### src/rtl/gain_ranging_pkg.sv
package gain_ranging_pkg;

	// ****************************************************************
	// Widths and register map
	// ****************************************************************
	localparam int MANTISSA_W = 11;
	localparam int EXPONENT_W = 3;
	localparam int THRESH_N   = 5;

	localparam logic [3:0] REG_CONTROL = 4'h0;
	localparam logic [3:0] REG_STATUS  = 4'h4;
	localparam logic [3:0] REG_SAMPLE  = 4'h8;

	localparam int CTL_FORCE_BIT = 0;
	localparam int CTL_HYST_BIT  = 1;
	localparam logic [1:0] CONTROL_RESET = 2'h2;

	localparam logic [2:0] GAIN_RESET = 3'h0;
	localparam logic [2:0] GAIN_MAX   = 3'h5;
	localparam int STEP_DB = 6;

	localparam logic [31:0] UNMAPPED_READ = 32'h0000_0000;

	// ****************************************************************
	// Types
	// ****************************************************************
	typedef enum logic [1:0]
	{
		SEL_INVALID,
		SEL_B,
		SEL_A,
		SEL_ALT
	} input_mode_t;

	typedef struct packed
	{
		logic                  from_a;
		logic [EXPONENT_W-1:0] exponent;
		logic [MANTISSA_W-1:0] mantissa;
	} sample_word_t;

endpackage : gain_ranging_pkg

### src/rtl/gain_ranging_control.sv
// Added by the designer: the Avalon-MM slave port and the address map.
`timescale 1ns/1ps

module gain_ranging_control
(
	// Clock and reset
	input  wire logic                   i_clock,
	input  wire logic                   i_rst_n,
	// Encode clock and select pins, asynchronous
	input  wire logic                   i_encode,
	input  wire logic                   i_select_a,
	input  wire logic                   i_select_b,
	// Peak comparators, positive and negative, asynchronous
	input  wire logic [4:0]             i_peak_pos,
	input  wire logic [4:0]             i_peak_neg,
	// Converter result, same clock
	input  wire logic [10:0]            i_adc_data,
	// Analog control
	output logic [2:0]                  o_atten_step,
	output logic                        o_connect_a,
	output logic                        o_filter_clamp,
	// Sample output
	output logic [10:0]                 o_mantissa,
	output logic [2:0]                  o_exponent,
	output logic                        o_source_channel_indicator,
	output logic                        o_sample_valid,
	// Avalon-MM slave
	input  wire logic [3:0]             i_avs_address,
	input  wire logic                   i_avs_read,
	input  wire logic                   i_avs_write,
	input  wire logic [31:0]            i_avs_writedata,
	output logic [31:0]                 o_avs_readdata,
	output logic                        o_avs_waitrequest
);

	// ****************************************************************
	// Input synchronisers
	// ****************************************************************
	logic [12:0] sync_meta;
	logic [12:0] sync_q;
	logic        encode_prev;

	// Each pin crosses two flops before use, so edges show about three
	// clocks late; encode periods well above eight clocks are assumed.
	always_ff @(posedge i_clock or negedge i_rst_n)
	begin
		if (!i_rst_n)
		begin
			sync_meta   <= 13'h0000;
			sync_q      <= 13'h0000;
			encode_prev <= 1'b0;
		end
		else
		begin
			sync_meta   <= {i_peak_neg, i_peak_pos, i_select_b,
				i_select_a, i_encode};
			sync_q      <= sync_meta;
			encode_prev <= sync_q[0];
		end
	end

	wire logic       encode_s   = sync_q[0];
	wire logic       select_a_s = sync_q[1];
	wire logic       select_b_s = sync_q[2];
	wire logic [4:0] trip_now   = sync_q[7:3] | sync_q[12:8];
	wire logic       enc_rise   = encode_s & ~encode_prev;
	wire logic       enc_fall   = ~encode_s & encode_prev;

	// ****************************************************************
	// Mode selection
	// ****************************************************************
	gain_ranging_pkg::input_mode_t mode;
	gain_ranging_pkg::input_mode_t pin_mode;
	logic                          alt_phase;
	logic                          conv_from_a;

	// The pin pair is the enum code itself, so no decode table is needed.
	assign pin_mode = gain_ranging_pkg::input_mode_t'({select_a_s,
		select_b_s});

	// ****************************************************************
	// Register file
	// ****************************************************************
	logic [1:0] control;
	logic       hold_sel;
	logic       last_peak_over;

	// Forcing the last step overrides the peak decision for clip testing.
	// Hysteresis can be turned off to watch the raw threshold decision.
	wire logic force_max = control[gain_ranging_pkg::CTL_FORCE_BIT];
	wire logic hyst_on   = control[gain_ranging_pkg::CTL_HYST_BIT];

	// ****************************************************************
	// Peak latch and range decision
	// ****************************************************************
	logic [4:0] trip_hold;
	logic [2:0] gain;
	logic [2:0] next_gain;
	logic [2:0] wanted;
	logic [2:0] peak_level;

	// Thresholds step down 6 dB each from full scale; the position of the
	// highest tripped comparator is the number of 6 dB steps the peak sits above the
	// lowest one. One extra step gives the headroom.
	always_comb
	begin
		peak_level = 3'h0;
		for (int k = 0; k < gain_ranging_pkg::THRESH_N; k++)
		begin
			if (trip_hold[k])
				peak_level = 3'(k + 1);
		end
	end

	// Beyond the top threshold the step saturates at the last attenuator,
	// where the converter is left to clip.
	assign wanted = (peak_level >= gain_ranging_pkg::GAIN_MAX) ?
		gain_ranging_pkg::GAIN_MAX : peak_level;

	// Rising is immediate to avoid over-range; falling needs the peak at
	// least two steps below the current range so noise cannot make it chatter.
	always_comb
	begin
		if (force_max)
			next_gain = gain_ranging_pkg::GAIN_MAX;
		else if (wanted > gain)
			next_gain = wanted;
		else if (!hyst_on || wanted < 3'(gain - 3'h1))
			next_gain = wanted;
		else if (wanted < gain)
			next_gain = gain;
		else
			next_gain = gain;
	end

	// A comparator that trips on the clearing cycle is kept, so a peak that
	// coincides with the encode fall is not lost.
	always_ff @(posedge i_clock or negedge i_rst_n)
	begin
		if (!i_rst_n)
			trip_hold <= 5'h00;
		else if (enc_fall)
			trip_hold <= trip_now;
		else
			trip_hold <= trip_hold | trip_now;
	end

	// ****************************************************************
	// Encode sequencing
	// ****************************************************************
	logic [2:0] pending_gain;
	logic       pending_a;
	logic       pending_valid;

	always_ff @(posedge i_clock or negedge i_rst_n)
	begin
		if (!i_rst_n)
		begin
			mode           <= gain_ranging_pkg::SEL_A;
			alt_phase      <= 1'b0;
			gain           <= gain_ranging_pkg::GAIN_RESET;
			conv_from_a    <= 1'b1;
			o_atten_step   <= gain_ranging_pkg::GAIN_RESET;
			o_connect_a    <= 1'b1;
			o_filter_clamp <= 1'b1;
			hold_sel       <= 1'b0;
			last_peak_over <= 1'b0;
		end
		else
		begin
			if (pin_mode != gain_ranging_pkg::SEL_INVALID)
				mode <= pin_mode;
			hold_sel <= (pin_mode == gain_ranging_pkg::SEL_INVALID);
			if (enc_fall)
			begin
				// Decision made on the encode fall, half an encode period ahead of the next hold edge.
				gain         <= next_gain;
				o_atten_step <= next_gain;
				last_peak_over <= (peak_level > gain_ranging_pkg::GAIN_MAX -
					3'h1);
				// Other modes rewind the phase so alternation opens on A.
				unique case (mode)
					gain_ranging_pkg::SEL_ALT:
					begin
						conv_from_a <= ~alt_phase;
						alt_phase   <= ~alt_phase;
					end
					gain_ranging_pkg::SEL_A:
					begin
						conv_from_a <= 1'b1;
						alt_phase   <= 1'b0;
					end
					gain_ranging_pkg::SEL_B:
					begin
						conv_from_a <= 1'b0;
						alt_phase   <= 1'b0;
					end
					default:
						conv_from_a <= conv_from_a;
				endcase
			end
			o_connect_a    <= conv_from_a;
			// Clamp while encode is high, after the hold edge, so every
			// sample starts its track phase from the same filter voltage.
			o_filter_clamp <= encode_s;
		end
	end

	// ****************************************************************
	// Output word
	// ****************************************************************
	// A converted word appears on the falling edge after its hold edge;
	// the gain and source used for that sample are carried alongside it.
	// The first encode fall after reset always follows a detected rise, so it
	// already produces a sample.
	always_ff @(posedge i_clock or negedge i_rst_n)
	begin
		if (!i_rst_n)
		begin
			pending_gain  <= gain_ranging_pkg::GAIN_RESET;
			pending_a     <= 1'b1;
			pending_valid <= 1'b0;
			o_mantissa    <= 11'h000;
			o_exponent    <= gain_ranging_pkg::GAIN_RESET;
			o_source_channel_indicator <= 1'b1;
			o_sample_valid <= 1'b0;
		end
		else
		begin
			if (enc_rise)
			begin
				pending_gain  <= gain;
				pending_a     <= conv_from_a;
				pending_valid <= 1'b1;
			end
			o_sample_valid <= enc_fall & pending_valid;
			if (enc_fall && pending_valid)
			begin
				o_mantissa <= i_adc_data;
				o_exponent <= pending_gain;
				o_source_channel_indicator <= pending_a;
			end
		end
	end

	// ****************************************************************
	// Avalon-MM slave, one wait cycle per access
	// ****************************************************************
	// Waitrequest comes from a flop: every access costs one wait cycle,
	// traded for a short path from the address decode to the bus.
	logic access_done;
	wire logic access_req = i_avs_read | i_avs_write;
	wire logic sel_ctl    = i_avs_address == gain_ranging_pkg::REG_CONTROL;
	wire logic sel_sts    = i_avs_address == gain_ranging_pkg::REG_STATUS;
	wire logic sel_smp    = i_avs_address == gain_ranging_pkg::REG_SAMPLE;
	wire logic [7:0]  status_word = {last_peak_over, hold_sel, mode,
		o_atten_step, conv_from_a};
	wire logic [14:0] sample_word = {o_source_channel_indicator,
		o_exponent, o_mantissa};
	wire logic [31:0] rd_mux = sel_ctl ? {30'h0, control} :
		sel_sts ? {24'h0, status_word} :
		sel_smp ? {17'h0, sample_word} : gain_ranging_pkg::UNMAPPED_READ;

	always_ff @(posedge i_clock or negedge i_rst_n)
	begin
		if (!i_rst_n)
		begin
			control           <= gain_ranging_pkg::CONTROL_RESET;
			access_done       <= 1'b0;
			o_avs_readdata    <= 32'h0000_0000;
			o_avs_waitrequest <= 1'b1;
		end
		else
		begin
			access_done       <= access_req & ~access_done;
			o_avs_waitrequest <= ~(access_req & ~access_done);
			if (access_req && !access_done)
				o_avs_readdata <= rd_mux;
			// A write lands where the master sees waitrequest low,
			// the second edge of the access.
			if (i_avs_write && access_done && sel_ctl)
				control <= i_avs_writedata[1:0];
		end
	end

endmodule : gain_ranging_control

### config.mk
export PLATFORM = sky130hd
export DESIGN_NAME = gain_ranging_control
export DESIGN_NICKNAME = d
export VERILOG_FILES = /design/src/rtl/gain_ranging_pkg.sv /design/src/rtl/gain_ranging_control.sv
export SDC_FILE = /design/constraint.sdc
export NUM_CORES = 1
export LEC_CHECK = 0
export BUFFER_PORTS_ARGS = -buffer_cell sky130_fd_sc_hd__buf_2
export CORE_MARGIN = 2
export CORE_UTILIZATION = 45
export DETAILED_ROUTE_END_ITERATION = 7
export GPL_ROUTABILITY_DRIVEN = 0
export PLACE_DENSITY = 0.76
export SETUP_SLACK_MARGIN = 0.02
export SYNTH_ARGS = -nofsm -noshare
export SYNTH_HDL_FRONTEND = slang
export SYNTH_SLANG_ARGS = --single-unit
### constraint.sdc
create_clock -name i_clock -period 2.3 [get_ports i_clock]
set_input_delay 0.46 -clock i_clock [delete_from_list [all_inputs] [get_ports i_clock]]
set_output_delay 0.46 -clock i_clock [all_outputs]
set_load 0.005 [all_outputs]
==> results.md <==
* Status: completed
* RSZ-0062 raised after global routing: no
* P_leak at around 1.9 nW
* Fmax at 0.4742 GHz
* Int Pwr at about 2.3 mW
* Layout net count at 385
* Async SR Flop Fraction at 100.0%
* Vias in the first global route at approximately 1,900
* Clock sinks at 83
* Clock group share of total power at ~34%
* CTS tree: yes
* PostCTS Resize Cnt at 0
* Worst-margin pin slew at around 550 ps
* Commonest register cell after synthesis: dfrtp_1
* Clk_lat worst skew at 350 ps
* Met2 Usage GRT at around 24%
* WP data arrival at 2380 ps
* Avg WL per Cell at about 14 µm
* GRT Total Usage at 15.25%
* Mapped Area at ~3300 µm²
* # setup viols final at 0
* Hold_buf cts at 0
* Avg Vias per Cell at just under 5
* Critical path required time at roughly 2600 ps
* Die ar. at 7923 µm²
* Initial antenna violation count at 0
* DRT Pass-1 Iters at 5
* Share of the yosys chip area belonging to registers at 64.18%
* R2R cell count at 7
* EDFF count, synth at 0
* Ports at approximately 120
* Synth cell types at 40
* DP HPWL at 4031 µm
* Post-place setup slack at ~220 ps
* Root Buffer: clkbuf_8
* First DRT Iteration DRCs at 62
* Logic pwr share at between 10 and 15%
* Max Fanout on Critical Path at 5
* Hold Vio Cnt, Final at 0
* First-pass GRT wire length at roughly 9000 µm
* H-tree Lvls at 3
* Synth Instances at ~240
* Met1 Use GR at between 10% and 20%
* #FFs+latches synth at between 80 and 90
* N_diodes at 0
* CP endpoint kind: register
* Syn avg cell area at 13.78 µm²
* WL final at approximately 5600 µm
* VDD IR-drop max at between 0.4 and 0.5 mV
* Slew HR at approximately 63%
* CP Class: reg -> reg
* Register share of total power at between 50% and 60%
* Sw frac at between 20% and 30%
* Fin worst setup slack at about 190 ps
* Synthesis-to-layout area growth at 18.20%
* Total negative slack at 0 ps
* Psw at a little under 800 µW
* Worst Hold Class: in -> async
* Fillers at between 600 and 700
* Remaining DRCs at 0
* Reg clk slew, reported paths at around 80 ps
* Clk buf depth at 2
* MaxCap Viol Count at 0
* Pwr dens at 809.8 nW/µm²
* I/O Buffers at 70
* Via count at between 1,500 and 2,000
* DRT antenna net count at 0
* GRT Residual Overflow at 0
* Setup bufs post-CTS at 0
* Largest net degree at the start of global routing at 50
* Worst Skew at 7.983 ps
* Yosys Warn Count at 0
* Area of the multi-input gates at 1020 µm²
* Reg area at roughly 2100 µm²
* Core footprint at 6907 µm²
* Layout cells sized above 1 at approximately 37%
* Tmin final at 2109 ps
* Row cnt at 30
* Setup crit start kind: register
* Tcrit/Tclk final at between 90% and 100%
* Most used routing layer in global routing: met2
* Initial Util at between 40% and 50%
* CTS buffer count at 9
* Die H at between 80 and 90 µm
* Die W at 89.01 µm
* Global-route met3 utilization at between 5 and 6%
* Final slew viol count at 0
## cell usage after synthesis (2+ instances only)
master	number	share of area, %
mux2i_1	5	1.5
nor3_1	2	0.31
nor2_1	12	1.4
a22oi_1	6	1.4
o21ai_2	8	2.2
ha_1	9	3.5
buf_4	17	3.9
mux2_4	9	4.2
a21oi_1	6	0.92
nand2b_1	4	0.77
dfstp_2	8	6.5
buf_6	2	0.69
buf_2	2	0.31
dfrtp_1	75	58
inv_1	9	1.0
o21ai_0	6	0.92
a22o_1	7	1.9
nand2_1	16	1.8
a211o_1	4	1.1
mux2_1	8	2.8
nor2b_1	2	0.38
## registers in the layout, summed over array words and instances, names as in the netlist, 2 cells and up
| register | count |
|---|---|
| o_avs_readdata | 15 |
| sync_q | 13 |
| gain | 3 |
| trip_hold | 5 |
| pending_gain | 3 |
| o_mantissa | 11 |
| control | 2 |
| mode | 2 |
| sync_meta | 13 |
| o_exponent | 3 |
## kinds of logic (layout without fill, tap and decap cells)
group | count (synthesis) | in the layout | share of synthesized area (%)
DFF | 83 | 83 | 64.18
muxes | 23 | 23 | 8.811
other | 1 | 17 | 0.1153
adders and majority gates | 9 | 9 | 3.463
and+or+nand+nor | 44 | 44 | 6.849
buffers and inverters | 33 | 98 | 6.310
xor gates and xnor gates | 1 | 1 | 0.2694
AOI/OAI and AO/OA | 42 | 42 | 10.00
## worst max-delay path, stage by stage, from the launching register on
cell	delay [ps]
dfrtp_1	420
or2_1	300
nor2_1	240
ha_1	290
nand3b_1	90
a21oi_1	80
o31ai_2	400
mux2i_1	230
## worst paths after layout
| check | to | slack, ps | start |
|---|---|---|---|
| max | gain[1]$_DFFE_PN0P_ | 190 | trip_hold[4]$_DFF_PN0_ |
| min | o_avs_readdata[6]$_DFFE_PN0P_ | 50 | i_rst_n |
| max reg2reg | gain[1]$_DFFE_PN0P_ | 190 | trip_hold[4]$_DFF_PN0_ |
| min reg2reg | sync_q[4]$_DFF_PN0_ | 350 | sync_meta[4]$_DFF_PN0_ |
| max in group asynchronous | o_filter_clamp$_DFF_PN1_ | 1590 | i_rst_n |
| min in group i_clock | sync_meta[3]$_DFF_PN0_ | 210 | i_peak_pos[0] |
## cell usage in the layout (no fill, tap or decap), drive strengths merged, types with 4 or more instances in the layout
cell type  synthesis  routed
dfrtp             75      75
buf               21      71
mux2              18      18
conb               1      17
nand2             17      17
o21ai             14      14
nor2              12      12
clkbuf             1      11
inv               10      11
ha                 9       9
dfstp              8       8
a22o               7       7
a21oi              6       6
a22oi              6       6
mux2i              5       5
nand2b             4       4
a211o              4       4
## metal layers
layer / vias to the layer above / part of all wire, %
met3: 13 / 7.3
li1: 923 / -
met2: 88 / 47
met5: - / 0
met1: 960 / 44
met4: 0 / 1.7
## area by class of cell
type	instances	share of cell area [%]
clock inverter	5	1.595
multi-input combinational	136	26.53
inverter	11	1.074
timing repair buffer	71	9.701
tap	96	3.125
clock buffer	11	3.678
sequential	83	54.30
## through the flow
stage,std cells,power [mW],hold WS [ps],area (µm²),util [%]
6_report,413,3.113,50.33,3844,55.65
3_5_place_dp,397,2.105,334.7,3641,52.72
5_1_grt,413,3.292,60.19,3844,55.65
2_1_floorplan,252,1.939,164.4,3312,-
4_1_cts,413,3.152,52.92,3844,55.65
3_3_place_gp,397,2.085,332.0,3641,52.72
## power by group through the flow
stage | logic (mW) | clock network (mW) | registers (mW)
after detailed placement | 0.365 | 0 | 1.74
after global placement | 0.352 | 0 | 1.73
after floorplan | 0.217 | 0 | 1.72
final | 0.360 | 1.04 | 1.71
after CTS | 0.367 | 1.07 | 1.71
after global routing | 0.411 | 1.15 | 1.73
(Power assumes the default switching activity.)
